**config.mk**
```make
export PLATFORM = sky130hd
export DESIGN_NAME = aic_top
export DESIGN_NICKNAME = d
export VERILOG_FILES = /design/src/aic_pkg.sv /design/src/aic_clkdiv.sv /design/src/aic_route.sv /design/src/aic_top.sv
export SDC_FILE = /design/constraint.sdc
export NUM_CORES = 1
export LEC_CHECK = 0
export ABC_AREA = 1
export BUFFER_PORTS_ARGS = -buffer_cell sky130_fd_sc_hd__buf_2
export CAP_MARGIN = 20
export CELL_PAD_IN_SITES_DETAIL_PLACEMENT = 0
export CELL_PAD_IN_SITES_GLOBAL_PLACEMENT = 1
export CORE_ASPECT_RATIO = 1.5
export CORE_MARGIN = 2
export CORE_UTILIZATION = 40
export CTS_CLUSTER_DIAMETER = 120
export DETAILED_ROUTE_END_ITERATION = 8
export PLACE_DENSITY_LB_ADDON = 0.1
export SLEW_MARGIN = 20
export SYNTH_ARGS = -nofsm -noshare
export SYNTH_HDL_FRONTEND = slang
export SYNTH_SLANG_ARGS = --single-unit
```
**constraint.sdc**
```tcl
create_clock -name i_clk_sys -period 1.85 [get_ports i_clk_sys]
set_input_delay 0.0925 -clock i_clk_sys [delete_from_list [all_inputs] [get_ports i_clk_sys]]
set_output_delay 0.0925 -clock i_clk_sys [all_outputs]
set_load 0.05 [all_outputs]
```
**src/aic_pkg.sv**
```systemverilog
// Package with register map, field layout, codes and timing constants for the converter control
// ==========================================================================
package aic_pkg;
	// ======================================================================
	// Register map (byte registers)
	localparam logic [2:0] AIC_OFF_CTRL = 3'h0;
	localparam logic [2:0] AIC_OFF_CFG = 3'h1;
	localparam logic [2:0] AIC_OFF_BG = 3'h2;
	localparam logic [2:0] AIC_OFF_RES_H = 3'h3;
	localparam logic [2:0] AIC_OFF_RES_L = 3'h4;
	localparam logic [2:0] AIC_OFF_IRQ = 3'h5;
	localparam logic [7:0] AIC_RST_BYTE = 8'h00;
	// ======================================================================
	// Field positions
	localparam int AIC_BIT_START = 7;
	localparam int AIC_BIT_BUSY = 6;
	localparam int AIC_BIT_EN = 5;
	localparam int AIC_BIT_FMT = 4;
	localparam int AIC_BIT_IRQ_EN = 1;
	localparam int AIC_BIT_IRQ_FLAG = 0;
	localparam int AIC_PINS = 3;
	localparam logic [3:0] AIC_CH_LAST = 4'h2;
	// ======================================================================
	// Timing
	localparam int AIC_SAMPLE_CYC = 4;
	localparam int AIC_CONV_CYC = 10;
	localparam logic [3:0] AIC_TOTAL_CYC = 4'(AIC_SAMPLE_CYC + AIC_CONV_CYC);
	localparam int AIC_SYS_PERIOD_PS = 5000;

	typedef enum logic [2:0] {
		AIC_SRC_EXT0 = 3'b000,
		AIC_SRC_BG = 3'b001,
		AIC_SRC_OP0 = 3'b010,
		AIC_SRC_OP1 = 3'b011,
		AIC_SRC_GND = 3'b100,
		AIC_SRC_EXT5 = 3'b101,
		AIC_SRC_EXT6 = 3'b110,
		AIC_SRC_EXT7 = 3'b111
	} aic_src_e;

	typedef enum logic [1:0] {
		AIC_ST_IDLE = 2'b00,
		AIC_ST_SAMPLE = 2'b01,
		AIC_ST_CONV = 2'b10
	} aic_state_e;

	typedef struct packed {
		logic [2:0] input_source_select;
		logic [1:0] reference_select;
		logic [2:0] conv_clock_divider_select;
	} aic_cfg_s;

	// Analog routing controls toward the converter core
	typedef struct packed {
		logic sel_ext;
		logic sel_bandgap;
		logic sel_opamp0;
		logic sel_opamp1;
		logic sel_ground;
		logic [2:0] ext_pin_on;
		logic ref_supply;
	} aic_route_s;

	function automatic logic aic_is_ext(input logic [2:0] src);
		return (src == AIC_SRC_EXT0) || (src == AIC_SRC_EXT5) || src[2:1] == 2'b11;
	endfunction : aic_is_ext
endpackage : aic_pkg

```
**src/aic_clkdiv.sv**
```systemverilog
// Converter clock tick generator: system clock divided by a power of two
`timescale 1ns/1ps
module aic_clkdiv
	import aic_pkg::*;
(
	input wire logic i_clk_sys,
	input wire logic i_rst_n,
	input wire logic i_run,
	input wire logic [2:0] i_div_sel,
	output logic o_tick
);
	logic [6:0] cnt_r;
	logic [6:0] cnt_nxt;
	logic [6:0] limit;
	logic tick_nxt;

	always_comb begin
		limit = 7'((8'h01 << i_div_sel) - 8'h01);
		cnt_nxt = cnt_r;
		tick_nxt = 1'b0;
		if (!i_run) begin
			cnt_nxt = 7'h00;
		end else if (cnt_r >= limit) begin
			cnt_nxt = 7'h00;
			tick_nxt = 1'b1;
		end else begin
			cnt_nxt = cnt_r + 7'h01;
		end
	end

	always_ff @(posedge i_clk_sys) begin
		if (!i_rst_n) begin
			cnt_r <= 7'h00;
			o_tick <= 1'b0;
		end else begin
			cnt_r <= cnt_nxt;
			o_tick <= tick_nxt;
		end
	end

	chk_tick_spacing: assert property (@(posedge i_clk_sys) disable iff (!i_rst_n)
		(i_run && i_div_sel == 3'h1 && $stable(i_div_sel) && o_tick) |=> !o_tick)
		else $error("tick came on consecutive cycles at divide by two");
endmodule : aic_clkdiv

```
**src/aic_route.sv**
```systemverilog
// Analog input, reference and bandgap routing decode
`timescale 1ns/1ps
module aic_route
	import aic_pkg::*;
(
	input wire logic [2:0] i_src,
	input wire logic [3:0] i_chan,
	input wire logic [1:0] i_ref,
	output aic_route_s o_route
);
	always_comb begin
		o_route = '0;
		o_route.sel_ext = aic_is_ext(i_src);
		o_route.sel_bandgap = (i_src == AIC_SRC_BG);
		o_route.sel_opamp0 = (i_src == AIC_SRC_OP0);
		o_route.sel_opamp1 = (i_src == AIC_SRC_OP1);
		o_route.sel_ground = (i_src == AIC_SRC_GND);
		// Channel codes past the last pin switch every pin off (floating input)
		for (int i = 0; i < AIC_PINS; i++) begin
			o_route.ext_pin_on[i] = (i_chan == 4'(i));
		end
		o_route.ref_supply = (i_ref == 2'b01);
	end
endmodule : aic_route

```
**src/aic_top.sv**
```systemverilog
// Converter control: registers, start sequencing, busy flag, result and routing
`timescale 1ns/1ps
module aic_top
	import aic_pkg::*;
(
	input wire logic i_clk_sys,
	input wire logic i_rst_n,
	// Register port
	input wire logic [2:0] i_addr,
	input wire logic [7:0] i_wdata,
	input wire logic i_wr,
	input wire logic i_rd,
	output logic [7:0] o_rdata,
	// Converter core
	input wire logic [9:0] i_core_result,
	output logic o_core_power,
	output logic o_core_sample,
	output logic o_core_convert,
	output logic o_core_clk_tick,
	output aic_route_s o_route,
	output logic o_bandgap_enable,
	// Pin function selection from outside: 1 means pin is analog input
	input wire logic [AIC_PINS-1:0] i_pin_analog,
	output logic [AIC_PINS-1:0] o_pin_digital_en,
	output logic [AIC_PINS-1:0] o_pin_pullup_allow,
	output logic [AIC_PINS-1:0] o_pin_dir_override,
	// Interrupt request to the interrupt controller
	output logic o_irq
);
	// ======================================================================
	// Register state
	logic start_r, start_nxt;
	logic en_r, en_nxt;
	logic fmt_r, fmt_nxt;
	logic [3:0] chan_r, chan_nxt;
	aic_cfg_s cfg_r, cfg_nxt;
	logic bg_en_r, bg_en_nxt;
	logic irq_en_r, irq_en_nxt;
	logic irq_flag_r, irq_flag_nxt;
	logic [9:0] result_r, result_nxt;
	logic [7:0] rdata_nxt;
	logic done;

	always_comb begin
		start_nxt = start_r;
		en_nxt = en_r;
		fmt_nxt = fmt_r;
		chan_nxt = chan_r;
		cfg_nxt = cfg_r;
		bg_en_nxt = bg_en_r;
		irq_en_nxt = irq_en_r;
		irq_flag_nxt = irq_flag_r;
		result_nxt = result_r;
		if (i_wr) begin
			unique case (i_addr)
				AIC_OFF_CTRL: begin
					start_nxt = i_wdata[AIC_BIT_START];
					en_nxt = i_wdata[AIC_BIT_EN];
					fmt_nxt = i_wdata[AIC_BIT_FMT];
					chan_nxt = i_wdata[3:0];
				end
				AIC_OFF_CFG: begin
					cfg_nxt = i_wdata;
				end
				AIC_OFF_BG: begin
					bg_en_nxt = i_wdata[0];
				end
				AIC_OFF_IRQ: begin
					irq_en_nxt = i_wdata[AIC_BIT_IRQ_EN];
					if (i_wdata[AIC_BIT_IRQ_FLAG]) begin
						irq_flag_nxt = 1'b0;
					end
				end
				default: begin
				end
			endcase
		end
		// Set wins over a same-cycle clear
		if (done) begin
			irq_flag_nxt = 1'b1;
			// Result only updates while enabled
			if (en_r) begin
				result_nxt = i_core_result;
			end
		end
	end

	// ======================================================================
	// Start sequencing and conversion timing
	aic_state_e state_r, state_nxt;
	logic [3:0] cyc_r, cyc_nxt;
	logic busy_r, busy_nxt;
	logic launch;
	logic tick;

	// A full high-then-low pulse is needed: launch on the falling write
	assign launch = start_r && !start_nxt && en_r;

	always_comb begin
		state_nxt = state_r;
		cyc_nxt = cyc_r;
		busy_nxt = busy_r;
		done = 1'b0;
		unique case (state_r)
			AIC_ST_IDLE: begin
				if (launch) begin
					state_nxt = AIC_ST_SAMPLE;
					cyc_nxt = 4'h0;
					busy_nxt = 1'b1;
				end
			end
			AIC_ST_SAMPLE: begin
				if (tick) begin
					cyc_nxt = cyc_r + 4'h1;
					if (cyc_r == 4'(AIC_SAMPLE_CYC - 1)) begin
						state_nxt = AIC_ST_CONV;
					end
				end
			end
			AIC_ST_CONV: begin
				if (tick) begin
					cyc_nxt = cyc_r + 4'h1;
					if (cyc_r == AIC_TOTAL_CYC - 4'h1) begin
						state_nxt = AIC_ST_IDLE;
						busy_nxt = 1'b0;
						done = 1'b1;
					end
				end
			end
			default: begin
				state_nxt = AIC_ST_IDLE;
				busy_nxt = 1'b0;
			end
		endcase
		// Disabling powers the core down and abandons the conversion
		if (!en_r) begin
			state_nxt = AIC_ST_IDLE;
			busy_nxt = 1'b0;
			done = 1'b0;
		end
	end

	aic_clkdiv u_div (
		.i_clk_sys(i_clk_sys),
		.i_rst_n(i_rst_n),
		.i_run(state_r != AIC_ST_IDLE),
		.i_div_sel(cfg_r.conv_clock_divider_select),
		.o_tick(tick)
	);

	// ======================================================================
	// Read path: data appear the cycle after the read strobe
	always_comb begin
		rdata_nxt = 8'h00;
		if (i_rd) begin
			unique case (i_addr)
				AIC_OFF_CTRL: rdata_nxt = {start_r, busy_r, en_r, fmt_r, chan_r};
				AIC_OFF_CFG: rdata_nxt = cfg_r;
				AIC_OFF_BG: rdata_nxt = {7'h00, bg_en_r};
				AIC_OFF_RES_H: rdata_nxt = fmt_r ? {6'h00, result_r[9:8]}
					: result_r[9:2];
				AIC_OFF_RES_L: rdata_nxt = fmt_r ? result_r[7:0]
					: {result_r[1:0], 6'h00};
				AIC_OFF_IRQ: rdata_nxt = {6'h00, irq_en_r, irq_flag_r};
				default: rdata_nxt = 8'h00;
			endcase
		end
	end

	// ======================================================================
	// Routing and pin override
	aic_route_s route_w;
	aic_route_s route_nxt;
	logic [AIC_PINS-1:0] ana_nxt;

	aic_route u_route (
		.i_src(cfg_r.input_source_select),
		.i_chan(chan_r),
		.i_ref(cfg_r.reference_select),
		.o_route(route_w)
	);

	always_comb begin
		route_nxt = route_w;
		// Pins only join when an external source is chosen
		route_nxt.ext_pin_on = route_w.sel_ext ? route_w.ext_pin_on : '0;
		ana_nxt = i_pin_analog;
	end

	// ======================================================================
	// Registers
	always_ff @(posedge i_clk_sys) begin
		if (!i_rst_n) begin
			start_r <= 1'b0;
			en_r <= 1'b0;
			fmt_r <= 1'b0;
			chan_r <= 4'h0;
			cfg_r <= AIC_RST_BYTE;
			bg_en_r <= 1'b0;
			irq_en_r <= 1'b0;
			irq_flag_r <= 1'b0;
			result_r <= 10'h000;
			state_r <= AIC_ST_IDLE;
			cyc_r <= 4'h0;
			busy_r <= 1'b0;
			o_rdata <= 8'h00;
			o_route <= '0;
			o_bandgap_enable <= 1'b0;
			o_core_power <= 1'b0;
			o_core_sample <= 1'b0;
			o_core_convert <= 1'b0;
			o_core_clk_tick <= 1'b0;
			o_irq <= 1'b0;
			o_pin_digital_en <= '1;
			o_pin_pullup_allow <= '1;
			o_pin_dir_override <= '0;
		end else begin
			start_r <= start_nxt;
			en_r <= en_nxt;
			fmt_r <= fmt_nxt;
			chan_r <= chan_nxt;
			cfg_r <= cfg_nxt;
			bg_en_r <= bg_en_nxt;
			irq_en_r <= irq_en_nxt;
			irq_flag_r <= irq_flag_nxt;
			result_r <= result_nxt;
			state_r <= state_nxt;
			cyc_r <= cyc_nxt;
			busy_r <= busy_nxt;
			o_rdata <= rdata_nxt;
			o_route <= route_nxt;
			o_bandgap_enable <= bg_en_nxt;
			o_core_power <= en_nxt;
			o_core_sample <= (state_nxt == AIC_ST_SAMPLE);
			o_core_convert <= (state_nxt == AIC_ST_CONV);
			o_core_clk_tick <= tick;
			o_irq <= irq_flag_nxt && irq_en_nxt;
			o_pin_digital_en <= ~ana_nxt;
			o_pin_pullup_allow <= ~ana_nxt;
			o_pin_dir_override <= ana_nxt;
		end
	end

	// ======================================================================
	// Checks
	chk_busy_on_launch: assert property (@(posedge i_clk_sys) disable iff (!i_rst_n)
		(launch && state_r == AIC_ST_IDLE) |=> busy_r)
		else $error("busy flag not set after start pulse");
	chk_busy_clear_done: assert property (@(posedge i_clk_sys) disable iff (!i_rst_n)
		done |=> !busy_r && irq_flag_r)
		else $error("busy not cleared or flag not set at completion");
	chk_irq_gate: assert property (@(posedge i_clk_sys) disable iff (!i_rst_n)
		o_irq |-> $past(irq_en_nxt))
		else $error("interrupt raised while disabled");
	chk_no_start_off: assert property (@(posedge i_clk_sys) disable iff (!i_rst_n)
		!en_r |=> !busy_r)
		else $error("busy set while converter disabled");
	chk_rise_no_start: assert property (@(posedge i_clk_sys) disable iff (!i_rst_n)
		(!busy_r && !start_r && start_nxt) |=> !busy_r)
		else $error("conversion started on rising edge of start");
	chk_result_hold: assert property (@(posedge i_clk_sys) disable iff (!i_rst_n)
		!en_r |=> $stable(result_r))
		else $error("result changed while disabled");
	chk_bg_read_zero: assert property (@(posedge i_clk_sys) disable iff (!i_rst_n)
		(i_rd && i_addr == AIC_OFF_BG) |=> o_rdata[7:1] == 7'h00)
		else $error("bandgap upper bits not zero");
	chk_right_high: assert property (@(posedge i_clk_sys) disable iff (!i_rst_n)
		(i_rd && i_addr == AIC_OFF_RES_H && fmt_r) |=> o_rdata[7:2] == 6'h00)
		else $error("right justified high byte upper bits not zero");
	chk_ref_decode: assert property (@(posedge i_clk_sys) disable iff (!i_rst_n)
		(cfg_r.reference_select == 2'b10) |=> !o_route.ref_supply || $changed(cfg_r))
		else $error("reference code 10 chose the supply");
	chk_ground_src: assert property (@(posedge i_clk_sys) disable iff (!i_rst_n)
		(cfg_r.input_source_select == 3'b100 && $stable(cfg_r))
			|=> o_route.sel_ground && o_route.ext_pin_on == '0)
		else $error("ground source not routed");
	chk_pin_override: assert property (@(posedge i_clk_sys) disable iff (!i_rst_n)
		i_pin_analog[0] |=> !o_pin_digital_en[0] && !o_pin_pullup_allow[0])
		else $error("analog pin kept digital function or pull-high");
	// ======================================================================
	// Routing, timing and register shadow checks
	chk_ext_route: assert property (@(posedge i_clk_sys) disable iff (!i_rst_n)
		(cfg_r.input_source_select == 3'b110 && $stable(cfg_r)) |=> o_route.sel_ext)
		else $error("external source code did not select the external channel");
	chk_bg_source: assert property (@(posedge i_clk_sys) disable iff (!i_rst_n)
		(cfg_r.input_source_select == 3'b001 && $stable(cfg_r)) |=> o_route.sel_bandgap)
		else $error("bandgap source not routed");
	chk_op0_source: assert property (@(posedge i_clk_sys) disable iff (!i_rst_n)
		(cfg_r.input_source_select == 3'b010 && $stable(cfg_r)) |=> o_route.sel_opamp0)
		else $error("op-amp zero source not routed");
	chk_op1_source: assert property (@(posedge i_clk_sys) disable iff (!i_rst_n)
		(cfg_r.input_source_select == 3'b011 && $stable(cfg_r)) |=> o_route.sel_opamp1)
		else $error("op-amp one source not routed");
	chk_chan_float: assert property (@(posedge i_clk_sys) disable iff (!i_rst_n)
		(chan_r > AIC_CH_LAST && $stable(chan_r)) |=> o_route.ext_pin_on == '0)
		else $error("nonexistent channel joined a pin");
	chk_chan_pick: assert property (@(posedge i_clk_sys) disable iff (!i_rst_n)
		(aic_is_ext(cfg_r.input_source_select) && chan_r <= AIC_CH_LAST
			&& $stable(chan_r) && $stable(cfg_r)) |=> $onehot(o_route.ext_pin_on))
		else $error("existing channel did not join exactly one pin");
	chk_ref_supply: assert property (@(posedge i_clk_sys) disable iff (!i_rst_n)
		(cfg_r.reference_select == 2'b01 && $stable(cfg_r)) |=> o_route.ref_supply)
		else $error("reference code 01 did not choose the supply");
	chk_ref_ext: assert property (@(posedge i_clk_sys) disable iff (!i_rst_n)
		(cfg_r.reference_select == 2'b00 && $stable(cfg_r)) |=> !o_route.ref_supply)
		else $error("reference code 00 chose the supply");
	chk_bg_follow: assert property (@(posedge i_clk_sys) disable iff (!i_rst_n)
		o_bandgap_enable == bg_en_r)
		else $error("bandgap enable output differs from its register");
	chk_busy_state: assert property (@(posedge i_clk_sys) disable iff (!i_rst_n)
		busy_r == (state_r != AIC_ST_IDLE))
		else $error("busy flag disagrees with conversion state");
	chk_conv_after_sample: assert property (@(posedge i_clk_sys) disable iff (!i_rst_n)
		(state_r == AIC_ST_CONV) |-> cyc_r >= 4'(AIC_SAMPLE_CYC))
		else $error("conversion phase entered before sampling finished");
	chk_done_count: assert property (@(posedge i_clk_sys) disable iff (!i_rst_n)
		done |-> cyc_r == AIC_TOTAL_CYC - 4'h1)
		else $error("completion at wrong converter clock count");
	chk_left_low: assert property (@(posedge i_clk_sys) disable iff (!i_rst_n)
		(i_rd && i_addr == AIC_OFF_RES_L && !fmt_r) |=> o_rdata[5:0] == 6'h00)
		else $error("left justified low byte unused bits not zero");
	chk_irq_set_wins: assert property (@(posedge i_clk_sys) disable iff (!i_rst_n)
		(done && i_wr && i_addr == AIC_OFF_IRQ) |=> irq_flag_r)
		else $error("completion lost against a same-cycle clear");
	chk_pin_dir: assert property (@(posedge i_clk_sys) disable iff (!i_rst_n)
		i_pin_analog[1] |=> o_pin_dir_override[1] && !o_pin_digital_en[1])
		else $error("analog pin direction not overridden");
	chk_power_follow: assert property (@(posedge i_clk_sys) disable iff (!i_rst_n)
		o_core_power == en_r)
		else $error("core power differs from converter enable");
	chk_result_on_done: assert property (@(posedge i_clk_sys) disable iff (!i_rst_n)
		$changed(result_r) |-> $past(done))
		else $error("result changed without a completion");
	chk_launch_pulse: assert property (@(posedge i_clk_sys) disable iff (!i_rst_n)
		(state_r == AIC_ST_IDLE && state_nxt == AIC_ST_SAMPLE) |-> start_r && !start_nxt)
		else $error("conversion launched without a falling start");

	cov_convert: cover property (@(posedge i_clk_sys) disable iff (!i_rst_n) done);
	cov_irq: cover property (@(posedge i_clk_sys) disable iff (!i_rst_n) o_irq);
	cov_abort: cover property (@(posedge i_clk_sys) disable iff (!i_rst_n) busy_r && !en_r);
	cov_slow: cover property (@(posedge i_clk_sys) disable iff (!i_rst_n)
		done && cfg_r.conv_clock_divider_select == 3'h7);
endmodule : aic_top

```
==> flow_metrics.env <==
export IMPL_synth_async_reset_ratio_pct=0
export IMPL_htreeDepth=3
export IMPL_crit_family="compound AO/OA/AOI/OAI gates"
export IMPL_synth_seq_cells=70
export IMPL_clock_sinks=70
export IMPL_drcViolationCount=0
export IMPL_syn_avg_cell_area_um2=7.78
export IMPL_fin_crit_ns=1.62
export IMPL_rows=39
export IMPL_hold_violations=0
export IMPL_r2r_end="u_div.cnt_r[4]"
export IMPL_layout_commonest_cell="dfxtp_1"
export IMPL_crit_slowest_cell="dfxtp_1"
export IMPL_crit_path_max_fanout=7
export IMPL_numPortBuffers=59
export IMPL_ys_flop_type="dfxtp_1"
export IMPL_mostFrequentLayoutCells="dfxtp_1, nand2_1, buf_2"
export IMPL_synthCells=395
export IMPL_drt_first_pass_iters=4
export IMPL_synth_net_count=437
export IMPL_path_clk_slew_ns=0.06
export IMPL_yosysSeqAreaShare_pct=45.6
export IMPL_track_usage_pct=19.5
export IMPL_first_iter_violations=98
export IMPL_reg2reg_depth=7
export IMPL_die_area_mm2=0.00841
export IMPL_clk_latency_ns=0.33
export IMPL_tightest_slew_ns=0.369
export IMPL_cp_end_kind="register"
export IMPL_slowest_delay_ns=0.42
export IMPL_viasPerCell=4.89
export IMPL_core_area_mm2=0.00751
export IMPL_cts_buffers=9
export IMPL_ys_types=37
export IMPL_antenna_found_initial=0
export IMPL_hold_ws_ns=0.0105
export IMPL_cp_depth=7
export IMPL_dp_hpwl_um=5830
export IMPL_overflow=0
export IMPL_clock_skew_ns=0.00514
export IMPL_cts_buffer_depth=2
export IMPL_rrSetupSlack_ns=0.23
export IMPL_vdd_drop_max_mv=0.562
export IMPL_areaGrowthSynthToFinish_pct=23.0
export IMPL_first_global_vias=2728
export IMPL_crit_buf_inv=1
export IMPL_grt_pass1_wl_um=12500
export IMPL_netlist_area_mm2=0.00307
export IMPL_die_h_um=111
export IMPL_gp_congestion=0.830
export IMPL_wl_per_cell_um=13.3
export IMPL_tns_ns=0
export IMPL_vias=2784
export IMPL_synth_edf_count=0
export IMPL_yosysWarnings=0
export IMPL_rsz0062_at_grt="no"
export IMPL_worstSetupPathType="reg2reg"
export IMPL_die_width_um=75.6
export IMPL_tritoncts="built"
export IMPL_cp_start_kind="register"
export IMPL_powerDensity_mw_per_mm2=910
export IMPL_endpoint="u_div.cnt_r[4]"
export IMPL_nets=504
export IMPL_drv_cap=0
export IMPL_cp_arrival_ns=1.89
export IMPL_crit_chain="o21ai_0 > ha_1 > a21oi_1 > o21a_1 > nand4_1 > buf_4 > a21oi_1"
export IMPL_outcome="complete, no violations"
export IMPL_antenna_cells=0
export IMPL_ios=60
export IMPL_worstPathRequired_ns=2.11
export IMPL_r2r_start="cfg_r[1]"
export IMPL_finalSetupViolations=0
export IMPL_fmax_mhz=616
export IMPL_min_path_type="in2reg"
export IMPL_initial_core_util_pct=40.9
export IMPL_drt_wl_total_um=7590
export IMPL_power_total_uw=3440
export IMPL_slew_violations=0
export IMPL_cp_startpoint="cfg_r[1]"
export IMPL_drive_above_1_share_pct=21.6
export IMPL_fin_crit_sh_pct=87.8
export IMPL_crit_top_cell="a21oi_1"
export IMPL_root_buffer="clkbuf_16"
export IMPL_grt_max_degree=21
export IMPL_ant_nets=0
export IMPL_leakage_uw=0.00165
export IMPL_slew_headroom_pct=75.4
-- through the flow --
step / worst slack, ns / utilization (%) / instance area (µm²) / cells
after floorplan: 0.341 / - / 3070 / 395
after global placement: 0.228 / 46.0 / 3450 / 549
after detailed placement: 0.130 / 46.0 / 3450 / 549
after CTS: 0.110 / 50.2 / 3770 / 568
after global routing: 0.0261 / 50.3 / 3780 / 569
final: 0.226 / 50.3 / 3780 / 569
-- layout make-up --
| cell class | count | area, µm² |
|---|---|---|
| Multi-Input combinational cell | 257 | 1390 |
| Inverter | 57 | 214 |
| Sequential cell | 70 | 1400 |
| Timing Repair Buffer | 67 | 363 |
| Clock buffer | 11 | 253 |
| Tap cell | 102 | 128 |
| Clock inverter | 5 | 33.8 |
| Fill cell | 804 | 3740 |
-- cell families (layout without fill, tap and decap cells) --
logic type | Yosys count | after routing | synth area share, %
compound gates | 84 | 84 | 15.0
xor+xnor | 4 | 4 | 1.14
fa+ha+maj | 14 | 14 | 5.70
buf+inv | 68 | 140 | 9.28
flops | 70 | 70 | 45.6
simple gates | 155 | 155 | 23.3
-- tightest hold or removal path, stage by stage --
cell	delay, ns
buf_2	0.07
o21ai_0	0.07
nor2_1	0.07
-- worst min path at each step --
stage	from	end	slack (ns)	depth (start not counted)
after floorplan	i_pin_analog[0]	o_pin_pullup_allow[0]	0.17	1
after global placement	i_pin_analog[0]	o_pin_pullup_allow[0]	0.27	2
after detailed placement	i_pin_analog[2]	o_pin_pullup_allow[2]	0.28	2
after CTS	i_core_result[7]	result_r[7]	0.009	3
after global routing	i_core_result[8]	result_r[8]	0.03	3
final	i_core_result[7]	result_r[7]	0.01	3
-- registers in the layout, summed over array words and instances, names as in the netlist, 2 cells and up --
register,count
state_r,2
chan_r,4
o_rdata,8
cyc_r,4
result_r,10
o_route,9
o_pin_pullup_allow,3
o_pin_dir_override,3
u_div.cnt_r,7
cfg_r,8
-- routing by layer --
metal	share of wire (%)	up-vias	global-route usage, %
met5	0	-	0
met4	2.4	0	7.25
met3	3.6	12	4.62
met2	53	58	33.2
met1	41	1283	23.1
li1	-	1431	-
-- power breakdown --
| part | internal (µW) | switching (µW) | total, µW |
|---|---|---|---|
| Combinational | 78.2 | 188 | 267 |
| Clock | 977 | 645 | 1620 |
| Sequential | 1540 | 15.9 | 1550 |
| Total | 2590 | 849 | 3440 |
-- synthesized netlist by cell type (3+ instances only) --
| library cell | count | area share (%) |
|---|---|---|
| dfxtp_1 | 70 | 46 |
| nand2_1 | 59 | 7.2 |
| inv_1 | 50 | 6.1 |
| nor2_1 | 47 | 5.7 |
| a21oi_1 | 37 | 6.0 |
| o21ai_0 | 32 | 5.2 |
| nand3_1 | 15 | 2.4 |
| ha_1 | 14 | 5.7 |
| nand4_1 | 11 | 2.2 |
| inv_2 | 6 | 0.73 |
| o22ai_1 | 6 | 1.2 |
| nor3_1 | 5 | 0.81 |
| nor4_1 | 5 | 1.0 |
| buf_2 | 3 | 0.49 |
| buf_4 | 3 | 0.73 |
| clkbuf_1 | 3 | 0.37 |
| nor2_2 | 3 | 0.61 |
| or2_2 | 3 | 0.61 |
-- what timing repair did --
item | 4_1_cts | 5_1_grt
setup buffers | 0 | 1
setup endpoints to repair | 0 | 7
hold buffers | 3 | 0
resized for setup | 0 | 0
endpoints found under the hold margin | 6 | 0
Power figures use the tool's default switching activity.
